[src/hw/wave_pkg.sv]
package wave_pkg;
  // ==========================================================
  // bus map, byte addresses
  localparam logic [5:0] OFS_TABLE0 = 6'h00;
  localparam logic [5:0] OFS_SELECT = 6'h20;
  localparam logic [5:0] OFS_START = 6'h24;
  localparam logic [5:0] OFS_COUNTER = 6'h28;
  localparam logic [5:0] OFS_CURRENT = 6'h2C;
  localparam logic [1:0] RESP_OKAY = 2'h0;
  localparam logic [1:0] RESP_SLVERR = 2'h2;
  // ==========================================================
  // table geometry
  localparam int TABLE_WORDS = 8;
  localparam int WORD_W = 32;
  localparam int POS_W = 10;
  localparam int CUR_W = 9;
  localparam logic [9:0] POS_ZERO = 10'h000;
  localparam logic [9:0] POS_ONE = 10'h001;
  localparam logic [9:0] QUARTER_POS = 10'h100;
  localparam logic [8:0] QUARTER_IDX = 9'h100;
  // ==========================================================
  // segment select fields
  localparam int SLOPE_W = 2;
  localparam int BOUND_W = 8;
  localparam int SEL_SLOPE_LSB = 0;
  localparam int SEL_BOUND1_LSB = 8;
  localparam int SEL_BOUND2_LSB = 16;
  localparam int SEL_BOUND3_LSB = 24;
  localparam logic signed [2:0] SLOPE_BIAS = 3'sh1;
  // ==========================================================
  // start config fields
  localparam int START_W = 8;
  localparam int SINE_START_VALUE_LSB = 0;
  localparam int START_COS_LSB = 16;
  localparam int COS_OFS_LSB = 24;
  // ==========================================================
  // reset values
  localparam logic [31:0] TABLE_RESET [TABLE_WORDS] = '{
    32'hAAAAB554, 32'h4A9554AA, 32'h24492929, 32'h10104222,
    32'h0FBFFFFF, 32'h49295556, 32'h00000000, 32'h00404222};
  localparam logic [31:0] SELECT_RESET = 32'hFFFF8056;
  localparam logic [31:0] START_RESET = 32'h00F70000;
endpackage : wave_pkg

[src/hw/wave_segment_pick.sv]
`timescale 1ns/100ps
module wave_segment_pick
  import wave_pkg::*;
(
  input logic [31:0] seg_select,
  input logic [7:0] index,
  output logic [1:0] segment,
  output logic signed [2:0] base_slope
);
  // ==========================================================
  // segment lookup
  logic [7:0] segment_bound_1;
  logic [7:0] segment_bound_2;
  logic [7:0] segment_bound_3;
  logic [1:0] code;

  assign segment_bound_1 = seg_select[SEL_BOUND1_LSB +: BOUND_W];
  assign segment_bound_2 = seg_select[SEL_BOUND2_LSB +: BOUND_W];
  assign segment_bound_3 = seg_select[SEL_BOUND3_LSB +: BOUND_W];

  // first bound above the index wins
  always_comb begin
    if (index < segment_bound_1) begin
      segment = 2'h0;
    end else if (index < segment_bound_2) begin
      segment = 2'h1;
    end else if (index < segment_bound_3) begin
      segment = 2'h2;
    end else begin
      segment = 2'h3;
    end
  end

  // codes 0..3 stand for slopes -1..2
  assign code = seg_select[SEL_SLOPE_LSB + SLOPE_W * segment +: SLOPE_W];
  assign base_slope = $signed({1'b0, code}) - SLOPE_BIAS;
endmodule : wave_segment_pick

[src/hw/wave_table_mem.sv]
`timescale 1ns/100ps
module wave_table_mem
  import wave_pkg::*;
#(
  parameter int WORDS = TABLE_WORDS,
  parameter int WIDTH = WORD_W
) (
  input logic aclk,
  input logic aresetn,
  input logic wr_en,
  input logic [$clog2(WORDS)-1:0] wr_addr,
  input logic [WIDTH-1:0] wr_data,
  input logic [WIDTH/8-1:0] wr_strb,
  input logic [$clog2(WORDS)-1:0] bus_addr,
  output logic [WIDTH-1:0] bus_data,
  input logic [$clog2(WORDS)-1:0] walk_addr,
  output logic [WIDTH-1:0] walk_data
);
  // ==========================================================
  // reset image only exists for the documented geometry
  if (WORDS != TABLE_WORDS || WIDTH != WORD_W) begin : g_bad_size
    $error("wave_table_mem: unsupported geometry");
  end

  logic [WIDTH-1:0] mem_ff [WORDS];
  logic [WIDTH-1:0] bus_data_ff;
  logic [WIDTH-1:0] walk_data_ff;

  // storage with byte lanes
  always_ff @(posedge aclk) begin
    if (!aresetn) begin
      for (int i = 0; i < WORDS; i++) begin
        mem_ff[i] <= TABLE_RESET[i];
      end
    end else if (wr_en) begin
      for (int b = 0; b < WIDTH / 8; b++) begin
        if (wr_strb[b]) begin
          mem_ff[wr_addr][8*b +: 8] <= wr_data[8*b +: 8];
        end
      end
    end
  end

  // two registered read ports, one for software, one for the walk
  always_ff @(posedge aclk) begin
    bus_data_ff <= mem_ff[bus_addr];
    walk_data_ff <= mem_ff[walk_addr];
  end

  assign bus_data = bus_data_ff;
  assign walk_data = walk_data_ff;
endmodule : wave_table_mem

[src/hw/wave_table_core.sv]
// Local design decisions: the address map and the AXI4-Lite register port.
`timescale 1ns/100ps
// Contract
// - store only quarter wave, mirror to full period, 10-bit microstep counter addresses
// - 256 one-bit increments packed in eight 32-bit table words
// - each step adds base slope, plus one when the entry bit is set
// - base slope programmable to -1, 0, 1 or 2
// - three bounds split quarter into four segments, each with own slope
// - every microstep computes and stores both coil current values
// - both coil values reload start values whenever the counter lands on zero
// - programmable sine start value gives output at position zero
// - second start value holds cosine entry, shifted by 256 microsteps
// - signed cosine offset -128..+127 shifts the second coil wave
// - table words and start config reset to their default values
// - default segment word: bounds 128, 255, 255; slopes coded 10,01,01,01
module wave_table_core
  import wave_pkg::*;
(
  input logic aclk,
  input logic aresetn,
  input logic [5:0] s_axi_awaddr,
  input logic s_axi_awvalid,
  output logic s_axi_awready,
  input logic [31:0] s_axi_wdata,
  input logic [3:0] s_axi_wstrb,
  input logic s_axi_wvalid,
  output logic s_axi_wready,
  output logic [1:0] s_axi_bresp,
  output logic s_axi_bvalid,
  input logic s_axi_bready,
  input logic [5:0] s_axi_araddr,
  input logic s_axi_arvalid,
  output logic s_axi_arready,
  output logic [31:0] s_axi_rdata,
  output logic [1:0] s_axi_rresp,
  output logic s_axi_rvalid,
  input logic s_axi_rready,
  input logic step_pulse,
  input logic step_dir,
  output logic [POS_W-1:0] microstep_counter,
  output logic signed [CUR_W-1:0] coil_a_current,
  output logic signed [CUR_W-1:0] coil_b_current
);
  typedef enum logic [2:0] {
    ST_IDLE, ST_FETCH_A, ST_APPLY_A, ST_FETCH_B, ST_APPLY_B
  } walk_state_e;

  // quarter index of a full-wave position; odd quadrants run backwards
  function automatic logic [8:0] quarter_index(input logic [9:0] pos);
    quarter_index = pos[8] ? QUARTER_IDX - {1'b0, pos[7:0]} : {1'b0, pos[7:0]};
  endfunction : quarter_index

  // ==========================================================
  // declarations
  walk_state_e state_ff;
  logic [9:0] pos_ff;
  logic [9:0] new_pos_ff;
  logic signed [8:0] mag_a_ff;
  logic signed [8:0] mag_b_ff;
  logic signed [8:0] coil_a_ff;
  logic signed [8:0] coil_b_ff;
  logic [31:0] seg_select_ff;
  logic [31:0] start_cfg_ff;
  logic [9:0] cos_offset;
  logic walk_b;
  logic [9:0] old_b;
  logic [9:0] new_b;
  logic [9:0] cur_old;
  logic [9:0] cur_new;
  logic [8:0] idx_old;
  logic [8:0] idx_new;
  logic rising;
  logic [8:0] walk_k;
  logic [7:0] walk_index;
  logic [31:0] walk_word;
  logic table_bit;
  logic [1:0] segment;
  logic signed [2:0] base_slope;
  logic signed [8:0] slope9;
  logic signed [8:0] delta9;
  logic reload;
  logic signed [8:0] start_sin9;
  logic signed [8:0] start_cos9;
  logic signed [8:0] mag_old;
  logic signed [8:0] mag_next;
  logic [5:0] awaddr_ff;
  logic aw_held_ff;
  logic [31:0] wdata_ff;
  logic [3:0] wstrb_ff;
  logic w_held_ff;
  logic awready_ff;
  logic wready_ff;
  logic bvalid_ff;
  logic [1:0] bresp_ff;
  logic aw_take;
  logic w_take;
  logic do_write;
  logic nxt_aw_held;
  logic nxt_w_held;
  logic nxt_bvalid;
  logic wr_mapped;
  logic table_wr;
  logic [5:0] araddr_ff;
  logic rd_pend_ff;
  logic arready_ff;
  logic rvalid_ff;
  logic [31:0] rdata_ff;
  logic [1:0] rresp_ff;
  logic ar_take;
  logic nxt_rvalid;
  logic [31:0] bus_word;

  // ==========================================================
  // position arithmetic for the coil being walked
  assign cos_offset = {{2{start_cfg_ff[COS_OFS_LSB + 7]}}, start_cfg_ff[COS_OFS_LSB +: 8]};
  assign walk_b = (state_ff == ST_FETCH_B) || (state_ff == ST_APPLY_B);
  assign old_b = pos_ff + QUARTER_POS + cos_offset;
  assign new_b = new_pos_ff + QUARTER_POS + cos_offset;
  assign cur_old = walk_b ? old_b : pos_ff;
  assign cur_new = walk_b ? new_b : new_pos_ff;
  assign idx_old = quarter_index(cur_old);
  assign idx_new = quarter_index(cur_new);
  assign rising = idx_new > idx_old;
  // the increment between two neighbours lives at the lower index
  assign walk_k = rising ? idx_old : idx_new;
  assign walk_index = walk_k[7:0];
  assign table_bit = walk_word[walk_index[4:0]];

  wave_table_mem #(
    .WORDS(TABLE_WORDS),
    .WIDTH(WORD_W)
  ) u_table (
    .aclk(aclk),
    .aresetn(aresetn),
    .wr_en(table_wr),
    .wr_addr(awaddr_ff[4:2]),
    .wr_data(wdata_ff),
    .wr_strb(wstrb_ff),
    .bus_addr(s_axi_araddr[4:2]),
    .bus_data(bus_word),
    .walk_addr(walk_index[7:5]),
    .walk_data(walk_word)
  );

  wave_segment_pick u_segment (
    .seg_select(seg_select_ff),
    .index(walk_index),
    .segment(segment),
    .base_slope(base_slope)
  );

  // ==========================================================
  // increment and reload
  assign slope9 = {{6{base_slope[2]}}, base_slope};
  assign delta9 = slope9 + {8'h00, table_bit};
  assign reload = (new_pos_ff == POS_ZERO);
  assign start_sin9 = {1'b0, start_cfg_ff[SINE_START_VALUE_LSB +: START_W]};
  assign start_cos9 = {1'b0, start_cfg_ff[START_COS_LSB +: START_W]};
  assign mag_old = walk_b ? mag_b_ff : mag_a_ff;

  always_comb begin
    if (reload) begin
      mag_next = walk_b ? start_cos9 : start_sin9;
    end else if (rising) begin
      mag_next = mag_old + delta9;
    end else begin
      mag_next = mag_old - delta9;
    end
  end

  // ==========================================================
  // walk sequencer; steps arriving while busy are dropped
  always_ff @(posedge aclk) begin
    if (!aresetn) begin
      state_ff <= ST_IDLE;
    end else begin
      unique case (state_ff)
        ST_IDLE: if (step_pulse) state_ff <= ST_FETCH_A;
        ST_FETCH_A: state_ff <= ST_APPLY_A;
        ST_APPLY_A: state_ff <= ST_FETCH_B;
        ST_FETCH_B: state_ff <= ST_APPLY_B;
        ST_APPLY_B: state_ff <= ST_IDLE;
      endcase
    end
  end

  // microstep counter wraps modulo the full period
  always_ff @(posedge aclk) begin
    if (!aresetn) begin
      pos_ff <= POS_ZERO;
      new_pos_ff <= POS_ZERO;
    end else if (state_ff == ST_IDLE && step_pulse) begin
      new_pos_ff <= step_dir ? pos_ff + POS_ONE : pos_ff - POS_ONE;
    end else if (state_ff == ST_APPLY_B) begin
      pos_ff <= new_pos_ff;
    end
  end

  // quarter-wave magnitudes, one coil per apply state
  always_ff @(posedge aclk) begin
    if (!aresetn) begin
      mag_a_ff <= {1'b0, START_RESET[SINE_START_VALUE_LSB +: START_W]};
      mag_b_ff <= {1'b0, START_RESET[START_COS_LSB +: START_W]};
    end else if (state_ff == ST_APPLY_A) begin
      mag_a_ff <= mag_next;
    end else if (state_ff == ST_APPLY_B) begin
      mag_b_ff <= mag_next;
    end
  end

  // both currents published together with the counter
  always_ff @(posedge aclk) begin
    if (!aresetn) begin
      coil_a_ff <= {1'b0, START_RESET[SINE_START_VALUE_LSB +: START_W]};
      coil_b_ff <= {1'b0, START_RESET[START_COS_LSB +: START_W]};
    end else if (state_ff == ST_APPLY_B) begin
      coil_a_ff <= new_pos_ff[9] ? -mag_a_ff : mag_a_ff;
      coil_b_ff <= new_b[9] ? -mag_next : mag_next;
    end
  end

  // ==========================================================
  // write channel: address and data taken in either order
  assign aw_take = s_axi_awvalid && awready_ff;
  assign w_take = s_axi_wvalid && wready_ff;
  assign do_write = aw_held_ff && w_held_ff && !bvalid_ff;
  assign wr_mapped = awaddr_ff[5:2] <= OFS_CURRENT[5:2];
  assign table_wr = do_write && !awaddr_ff[5];

  always_comb begin
    nxt_aw_held = !do_write && (aw_held_ff || aw_take);
    nxt_w_held = !do_write && (w_held_ff || w_take);
    nxt_bvalid = do_write || (bvalid_ff && !s_axi_bready);
  end

  always_ff @(posedge aclk) begin
    if (!aresetn) begin
      aw_held_ff <= 1'b0;
      w_held_ff <= 1'b0;
      awready_ff <= 1'b0;
      wready_ff <= 1'b0;
      bvalid_ff <= 1'b0;
      bresp_ff <= RESP_OKAY;
      awaddr_ff <= OFS_TABLE0;
      wdata_ff <= '0;
      wstrb_ff <= '0;
    end else begin
      aw_held_ff <= nxt_aw_held;
      w_held_ff <= nxt_w_held;
      // one write in flight: ready stays low until the response is gone
      awready_ff <= !nxt_aw_held && !nxt_bvalid;
      wready_ff <= !nxt_w_held && !nxt_bvalid;
      bvalid_ff <= nxt_bvalid;
      if (do_write) bresp_ff <= wr_mapped ? RESP_OKAY : RESP_SLVERR;
      if (aw_take) awaddr_ff <= s_axi_awaddr;
      if (w_take) wdata_ff <= s_axi_wdata;
      if (w_take) wstrb_ff <= s_axi_wstrb;
    end
  end

  // configuration words; status words ignore writes
  always_ff @(posedge aclk) begin
    if (!aresetn) begin
      seg_select_ff <= SELECT_RESET;
      start_cfg_ff <= START_RESET;
    end else if (do_write) begin
      for (int b = 0; b < 4; b++) begin
        if (wstrb_ff[b] && awaddr_ff[5:2] == OFS_SELECT[5:2]) begin
          seg_select_ff[8*b +: 8] <= wdata_ff[8*b +: 8];
        end
        if (wstrb_ff[b] && awaddr_ff[5:2] == OFS_START[5:2]) begin
          start_cfg_ff[8*b +: 8] <= wdata_ff[8*b +: 8];
        end
      end
    end
  end

  // ==========================================================
  // read channel: table port answers one edge after the take
  assign ar_take = s_axi_arvalid && arready_ff;
  assign nxt_rvalid = rd_pend_ff || (rvalid_ff && !s_axi_rready);

  always_ff @(posedge aclk) begin
    if (!aresetn) begin
      rd_pend_ff <= 1'b0;
      arready_ff <= 1'b0;
      rvalid_ff <= 1'b0;
      araddr_ff <= OFS_TABLE0;
      rdata_ff <= '0;
      rresp_ff <= RESP_OKAY;
    end else begin
      rd_pend_ff <= ar_take;
      arready_ff <= !ar_take && !rd_pend_ff && !nxt_rvalid;
      rvalid_ff <= nxt_rvalid;
      if (ar_take) araddr_ff <= s_axi_araddr;
      if (rd_pend_ff) begin
        rresp_ff <= RESP_OKAY;
        if (!araddr_ff[5]) begin
          rdata_ff <= bus_word;
        end else if (araddr_ff[5:2] == OFS_SELECT[5:2]) begin
          rdata_ff <= seg_select_ff;
        end else if (araddr_ff[5:2] == OFS_START[5:2]) begin
          rdata_ff <= start_cfg_ff;
        end else if (araddr_ff[5:2] == OFS_COUNTER[5:2]) begin
          rdata_ff <= {22'h000000, pos_ff};
        end else if (araddr_ff[5:2] == OFS_CURRENT[5:2]) begin
          rdata_ff <= {7'h00, coil_b_ff, 7'h00, coil_a_ff};
        end else begin
          rdata_ff <= '0;
          rresp_ff <= RESP_SLVERR;
        end
      end
    end
  end

  // ==========================================================
  // outputs
  assign s_axi_awready = awready_ff;
  assign s_axi_wready = wready_ff;
  assign s_axi_bvalid = bvalid_ff;
  assign s_axi_bresp = bresp_ff;
  assign s_axi_arready = arready_ff;
  assign s_axi_rvalid = rvalid_ff;
  assign s_axi_rdata = rdata_ff;
  assign s_axi_rresp = rresp_ff;
  assign microstep_counter = pos_ff;
  assign coil_a_current = coil_a_ff;
  assign coil_b_current = coil_b_ff;

  // ==========================================================
  // checks
  property p_count_step;
    @(posedge aclk) disable iff (!aresetn)
    $changed(pos_ff) |-> (pos_ff == $past(pos_ff) + POS_ONE || pos_ff == $past(pos_ff) - POS_ONE);
  endproperty
  a_count_step: assert property (p_count_step) else $error("counter moved by more than one");

  property p_sign_a;
    @(posedge aclk) disable iff (!aresetn)
    (state_ff == ST_IDLE) |-> (coil_a_ff == (pos_ff[9] ? -mag_a_ff : mag_a_ff));
  endproperty
  a_sign_a: assert property (p_sign_a) else $error("coil a sign wrong for quadrant");

  property p_reload_a;
    @(posedge aclk) disable iff (!aresetn)
    (state_ff == ST_APPLY_A && reload) |=> (mag_a_ff == $past(start_sin9));
  endproperty
  a_reload_a: assert property (p_reload_a) else $error("coil a not reloaded at zero");

  property p_reload_b;
    @(posedge aclk) disable iff (!aresetn)
    (state_ff == ST_APPLY_B && reload) |=> (mag_b_ff == $past(start_cos9));
  endproperty
  a_reload_b: assert property (p_reload_b) else $error("coil b not reloaded at zero");

  property p_increment;
    @(posedge aclk) disable iff (!aresetn)
    (state_ff == ST_APPLY_A && !reload && rising)
      |=> (mag_a_ff == $past(mag_a_ff) + $past(slope9) + {8'h00, $past(table_bit)});
  endproperty
  a_increment: assert property (p_increment) else $error("increment not slope plus bit");

  property p_slope_range;
    @(posedge aclk) disable iff (!aresetn)
    (base_slope >= -3'sh1) && (base_slope <= 3'sh2);
  endproperty
  a_slope_range: assert property (p_slope_range) else $error("base slope out of range");

  property p_first_segment;
    @(posedge aclk) disable iff (!aresetn)
    (walk_index < seg_select_ff[SEL_BOUND1_LSB +: BOUND_W]) |-> (segment == 2'h0);
  endproperty
  a_first_segment: assert property (p_first_segment) else $error("segment 0 not chosen");

  property p_step_done;
    @(posedge aclk) disable iff (!aresetn)
    (state_ff == ST_IDLE && step_pulse) |-> ##5 (state_ff == ST_IDLE && pos_ff != $past(pos_ff, 5));
  endproperty
  a_step_done: assert property (p_step_done) else $error("step not completed in five cycles");

  property p_reset_values;
    @(posedge aclk) disable iff (!aresetn)
    $rose(aresetn) |-> (seg_select_ff == SELECT_RESET && start_cfg_ff == START_RESET);
  endproperty
  a_reset_values: assert property (p_reset_values) else $error("config reset value wrong");
endmodule : wave_table_core

[config.mk]
export PLATFORM = sky130hd
export DESIGN_NAME = wave_table_core
export DESIGN_NICKNAME = d
export VERILOG_FILES = /design/src/hw/wave_pkg.sv /design/src/hw/wave_segment_pick.sv /design/src/hw/wave_table_mem.sv /design/src/hw/wave_table_core.sv
export SDC_FILE = /design/constraint.sdc
export NUM_CORES = 1
export LEC_CHECK = 0
export BUFFER_PORTS_ARGS = -buffer_cell sky130_fd_sc_hd__buf_2
export CAP_MARGIN = 10
export CORE_MARGIN = 5
export CORE_UTILIZATION = 55
export CTS_BUF_LIST = sky130_fd_sc_hd__clkbuf_4 sky130_fd_sc_hd__clkbuf_8
export CTS_CLUSTER_DIAMETER = 60
export CTS_CLUSTER_SIZE = 25
export DETAILED_ROUTE_END_ITERATION = 10
export PLACE_DENSITY_LB_ADDON = 0.2
export SETUP_SLACK_MARGIN = 0.02
export SYNTH_ARGS = -nofsm -noshare
export SYNTH_HDL_FRONTEND = slang
export SYNTH_SLANG_ARGS = --single-unit
[constraint.sdc]
create_clock -name aclk -period 15.6 [get_ports aclk]
set_input_delay 0.78 -clock aclk [delete_from_list [all_inputs] [get_ports aclk]]
set_output_delay 0.78 -clock aclk [all_outputs]
set_load 0.02 [all_outputs]
==> flow_summary.ini, run 1 <==
[outcome]
outcome = finished with violations
failed_checks = design-rule violations

[die]
dieArea_sq_mm = 0.0547
die_w_microns = 234
die_h_microns = 234
coreArea_sq_mm = 0.0499
pin_count = 126
rows = 82
initial_utilization_pct = 55.3

[power_and_ir_drop]
p_total_mw = 4.36
p_int_mw = 2.67
max-vdd-ir-drop_v = 0.000149
p_clk_share_pct = 19.0
swShare_pct = 38.7
p_seq_share_pct = 36.8
power_density_mw_per_mm2 = 147
switchingPower_mw = 1.69
p_comb_share_pct = 44.3
p_leak_nw = 11.4

[yosys]
synth_top_area_share_pct = 27.9
yosysSeqAreaShare_pct = 47.7
synth-edff-count = 256
synth_common_cells = 326 x nand2_1, 273 x dfxtp_1, 256 x edfxtp_1, 153 x clkbuf_1, 133 x mux4_2
synthTopCellsByArea = edfxtp_1 28%, dfxtp_1 20%, mux4_2 11%, nand2_1 4.4%, ha_1 3.9%
synth-seq-cells = 529
ys_warn_count = 0
synth.largest_area_cell = edfxtp_1
synth_cells = 2466
syn-cell-area_sq_mm = 0.0276
yosysMostFrequentCell = nand2_1
ys_async_sr_fraction_pct = 0
ys_types = 78
avgSynthCellArea_sq_um = 11.2
synth_top_flop_cell = dfxtp_1

[global_routing]
grt_max_degree = 129
grt_usage_pct = 27.7
grt_pass1_vias = 19151
grt_pass1_wl_microns = 115000
overflow = 0
antenna_found_initial = 2

[timing]
tightest_slew_ns = 1.25
report.final.setup_viol = 0
timing.final.ws_setup_ns = 3.18
hold_violations = 0
maxSlewViolCount = 0
post-route-period-util_pct = 79.6
setup_tns_ns = 0
rsz0062_at_grt = no
fin_crit_ns = 12.42
max_freq_ghz = 0.0805
holdWs_ns = 0.339
skew_ns = 0.0397
relSlewSlack_pct = 16.1

[clock_tree]
ctsLongestPathBuffers = 3
clkSlewWorstSetupHoldPaths_ns = 0.15
clock-sinks = 529
numCtsBuffers = 37
htree_num_levels = 2
cts_setup_buffers = 0
clock_latency_ns = 0.66
cts_root_buffer = clkbuf_8
hold_buffers = 0
cts_resized = 0
cts_tree = yes

[setup_path]
timing.rr.end = coil_b_current[8]
path_class = reg -> reg
critPathArrivalTime_ns = 13.01
cpPeakStageDelay_ns = 0.92
crit_start = state_ff[2]
cp_common_cell = ha_1
reg2reg_slack_ns = 3.18
reg2reg_depth = 43
cp-end-kind = flop
worst_path_max_delay_cell = dfxtp_1
worst-endpoint-required_ns = 16.19
critPathLaunchType = flop
crit_end = coil_b_current[8]
timing.rr.start = state_ff[2]
cp_max_fo = 65

[worst_hold_path]
holdCritPathClass = in -> reg

[finish]
final.fill_count = 4164
drive_gt1_share_pct = 20.4
area_delta_synth_final_pct = 7.09
antenna_cells = 0
fin_nets = 2628
final_util_pct = 59.2

[detailed_routing]
vias_per_cell = 6.26
wl_microns = 76300
first_pass_iters = 11
vias = 19912
ant_nets = 0
drt_iter0_markers = 2108
avgRoutedWirePerCell_microns = 24.0
drc = 1

[placement]
place_ws_ns = 3.42
port_buffers = 119
place.gp.congestion = 0.941
dp_hpwl_microns = 54100

[flow_run]
cap_viol_max_count = 0
-- power by group through the flow --
stage,clock (mW),combinational (mW),sequential [mW]
floorplan,0,1.41,1.60
global placement,0,1.84,1.63
detailed placement,0,1.89,1.63
CTS,0.838,1.91,1.60
global route,0.891,2.10,1.61
finish,0.826,1.93,1.60
-- area by class of cell --
type	instances	area (sq um)	area share [%]
Timing Repair Buffer	173	995	3.37
Multi-Input combinational cell	1667	13400	45.3
Tap cell	672	841	2.85
Sequential cell	529	13200	44.5
Clock inverter	25	314	1.06
Clock buffer	43	579	1.96
Inverter	72	270	0.915
-- layer usage --
layer	wire length (microns)	vias up	part of all wire, %	GRT usage (%)
met5	11	-	0.014	0.804
li1	-	9072	-	-
met2	35100	853	46	43.7
met3	7280	117	9.5	5.61
met1	31400	9868	41	39.0
met4	2570	2	3.4	8.46
-- state kept, by name, summed over array words and instances (netlist names), 3 cells and up --
register           cells
u_table.walk_data     32
u_table.mem_ff       256
state_ff               3
coil_a_current         9
start_cfg_ff          32
microstep_counter     10
araddr_ff              4
wstrb_ff               4
wdata_ff              32
seg_select_ff         32
coil_b_current         9
awaddr_ff              4
new_pos_ff            10
s_axi_rdata           32
mag_b_ff               9
u_table.bus_data      32
mag_a_ff               9
-- cell families after synthesis --
family	synth area share, %
muxes	15.6
and+or+nand+nor	15.3
adders and majority gates	4.24
buffers and inverters	4.02
other	0.0136
DFF	47.7
xor gates and xnor gates	1.70
AOI/OAI and AO/OA	11.5
-- how the worst min path moves through the flow --
stage	startpoint	end	slack, ns	cells past startpoint
CTS	s_axi_wstrb[1]	wstrb_ff[1]	0.30	3
finish	s_axi_wdata[18]	wdata_ff[18]	0.34	3
global route	s_axi_wdata[18]	wdata_ff[18]	0.32	3
floorplan	mag_b_ff[0]	mag_b_ff[0]	0.43	1
global placement	mag_b_ff[0]	mag_b_ff[0]	0.45	1
detailed placement	mag_b_ff[0]	mag_b_ff[0]	0.44	1
-- stage by stage --
stage / instance area (sq um) / instances
after global routing: 29500 / 3181
after detailed placement: 28600 / 3107
after global placement: 28600 / 3106
after CTS: 29500 / 3175
after floorplan: 27600 / 2467
final: 29500 / 3181
-- critical path, delay by kind of cell (launching register included) --
kind	cells	cell delay, ns
mux	5	1.42
buf+inv	6	1.83
flops	1	0.92
fa+ha+maj	6	1.85
xor+xnor	1	0.33
simple gates	14	3.13
compound gates	11	2.82
-- cells in the final DEF (no fill, tap or decap), drive strengths merged, types with 6 or more instances in the layout --
cell / instances
a21boi: 105
a21o: 12
a21oi: 57
a222oi: 22
a22o: 10
a22oi: 9
a31oi: 8
and2: 120
and3: 64
buf: 172
clkbuf: 44
clkinv: 13
dfxtp: 273
edfxtp: 256
ha: 87
inv: 80
mux2: 89
mux2i: 22
mux4: 136
nand2: 327
nand2b: 19
nand3: 72
nor2: 81
nor2b: 15
nor3: 24
o211a: 48
o211ai: 31
o21ai: 66
o21bai: 12
o221ai: 6
o31ai: 8
or2: 30
or3: 71
xnor2: 26
xor2: 24
Power figures use the tool's default switching activity.
==> inputs of run 2 (changes only) <==
Clock period 15.6 ns to 11.39 ns, I/O delays scaled along.
==> flow_summary.ini, run 2 (synthesized netlist as in run 1, its figures left out) <==
[detailed_routing]
drc = 0
drt_iter0_markers = 1950
first_pass_iters = 8
avgRoutedWirePerCell_microns = 24.0
ant_nets = 0
vias = 20146
vias_per_cell = 6.30
wl_microns = 77000

[global_routing]
grt_pass1_wl_microns = 117000
grt_pass1_vias = 19773
grt_usage_pct = 27.8
overflow = 0
grt_max_degree = 97
antenna_found_initial = 1

[setup_path]
cpPeakStageDelay_ns = 0.57
cp_common_cell = ha_1
path_class = reg -> reg
worst_path_max_delay_cell = dfxtp_1
critPathArrivalTime_ns = 11.41
reg2reg_depth = 41
cp-end-kind = flop
critPathLaunchType = flop
cp_max_fo = 6
worst-endpoint-required_ns = 11.98

[finish]
mostFrequentLayoutCell = nand2_1
drive_gt1_share_pct = 21.1
design_area_sq_mm = 0.0297
antenna_cells = 0
area_delta_synth_final_pct = 7.75
top_register = u_table.mem_ff
final_cell_mix = 326 x nand2_1, 272 x dfxtp_1, 256 x edfxtp_1
fin_nets = 2645
largest_reg_flops = 256

[die]
dieArea_sq_mm = 0.0547
pin_count = 126
initial_utilization_pct = 55.3
coreArea_sq_mm = 0.0499
die_w_microns = 234
die_h_microns = 234
rows = 82

[clock_tree]
ctsLongestPathBuffers = 3
numCtsBuffers = 39
clock-sinks = 529
clock_latency_ns = 0.68
clkSlewWorstSetupHoldPaths_ns = 0.12
cts_setup_buffers = 0
cts_resized = 0
htree_num_levels = 2
cts_root_buffer = clkbuf_8
cts_tree = yes
hold_buffers = 0

[timing]
holdWs_ns = 0.127
relSlewSlack_pct = 20.5
hold_violations = 0
maxSlewViolCount = 0
skew_ns = 0.0461
report.final.setup_viol = 0
fin_crit_ns = 10.82
max_freq_ghz = 0.0924
post-route-period-util_pct = 95.0
tightest_slew_ns = 1.18

[power_and_ir_drop]
p_leak_nw = 11.5
p_total_mw = 5.99
power_density_mw_per_mm2 = 201
max-vdd-ir-drop_v = 0.000190

[placement]
place_area_sq_mm = 0.0287
port_buffers = 119
dp_hpwl_microns = 55300
place.gp.congestion = 0.922

[worst_hold_path]
hold_depth = 3
holdCritPathClass = in -> reg

[flow_run]
cap_viol_max_count = 0

[outcome]
outcome = complete, no violations
==> run 2: cell types whose count changed in the layout (fill, tap and decap cells not counted), sizes merged <==
cell,before,now
clkbuf,44,48
buf,172,185
clkinv,13,9
clkinvlp,2,3
inv,80,85
==> run 2: worst paths after layout <==
kind | slack [ns] | startpoint | to
max | 0.57 | start_cfg_ff[25] | coil_b_current[8]
min | 0.13 | s_axi_wdata[27] | wdata_ff[27]
max reg2reg | 0.57 | start_cfg_ff[25] | coil_b_current[8]
min reg2reg | 0.47 | mag_b_ff[0] | mag_b_ff[0]
==> run 2: report_power, final <==
part	leakage, nW	internal (mW)	switching [mW]
registers	4.55	2.10	0.0968
logic	6.48	1.14	1.48
clock network	0.468	0.446	0.714
==> run 2: per-layer routing <==
metal | wire length, microns | share of wire [%] | GRT usage (%)
met3 | 6100 | 7.9 | 4.07
met5 | 20 | 0.026 | 0
met2 | 36700 | 48 | 46.0
met4 | 3090 | 4.0 | 10.3
met1 | 31100 | 40 | 37.7
==> run 2: layout make-up <==
cell class | count | area [sq um]
tap | 672 | 841
inverter | 72 | 270
sequential | 529 | 13200
fill | 4180 | 20200
clock buffer | 45 | 607
timing repair buffer | 188 | 1110
multi-input combinational | 1667 | 13400
clock inverter | 27 | 320
==> run 2: through the flow <==
stage               TNS, ns  instances  setup WS [ns]  util, %
detailed placement        0       3121          0.194     57.6
finish                    0       3200          0.567     59.6
global placement          0       3121          0.494     57.6
global route        -0.0123       3200        -0.0123     59.6
floorplan                 0       2467           1.56        -
CTS                       0       3193          0.118     59.4
==> run 2: critical path: cells and delay by family (launching register included) <==
| kind | cells | cell delay (ns) |
|---|---|---|
| AO/OA/AOI/OAI | 14 | 3.53 |
| XOR/XNOR | 2 | 0.59 |
| multiplexers | 2 | 0.70 |
| adder cells (fa/ha/maj) | 9 | 2.85 |
| AND/OR/NAND/NOR | 12 | 2.32 |
| flip-flops | 1 | 0.57 |
| buffers and inverters | 2 | 0.17 |
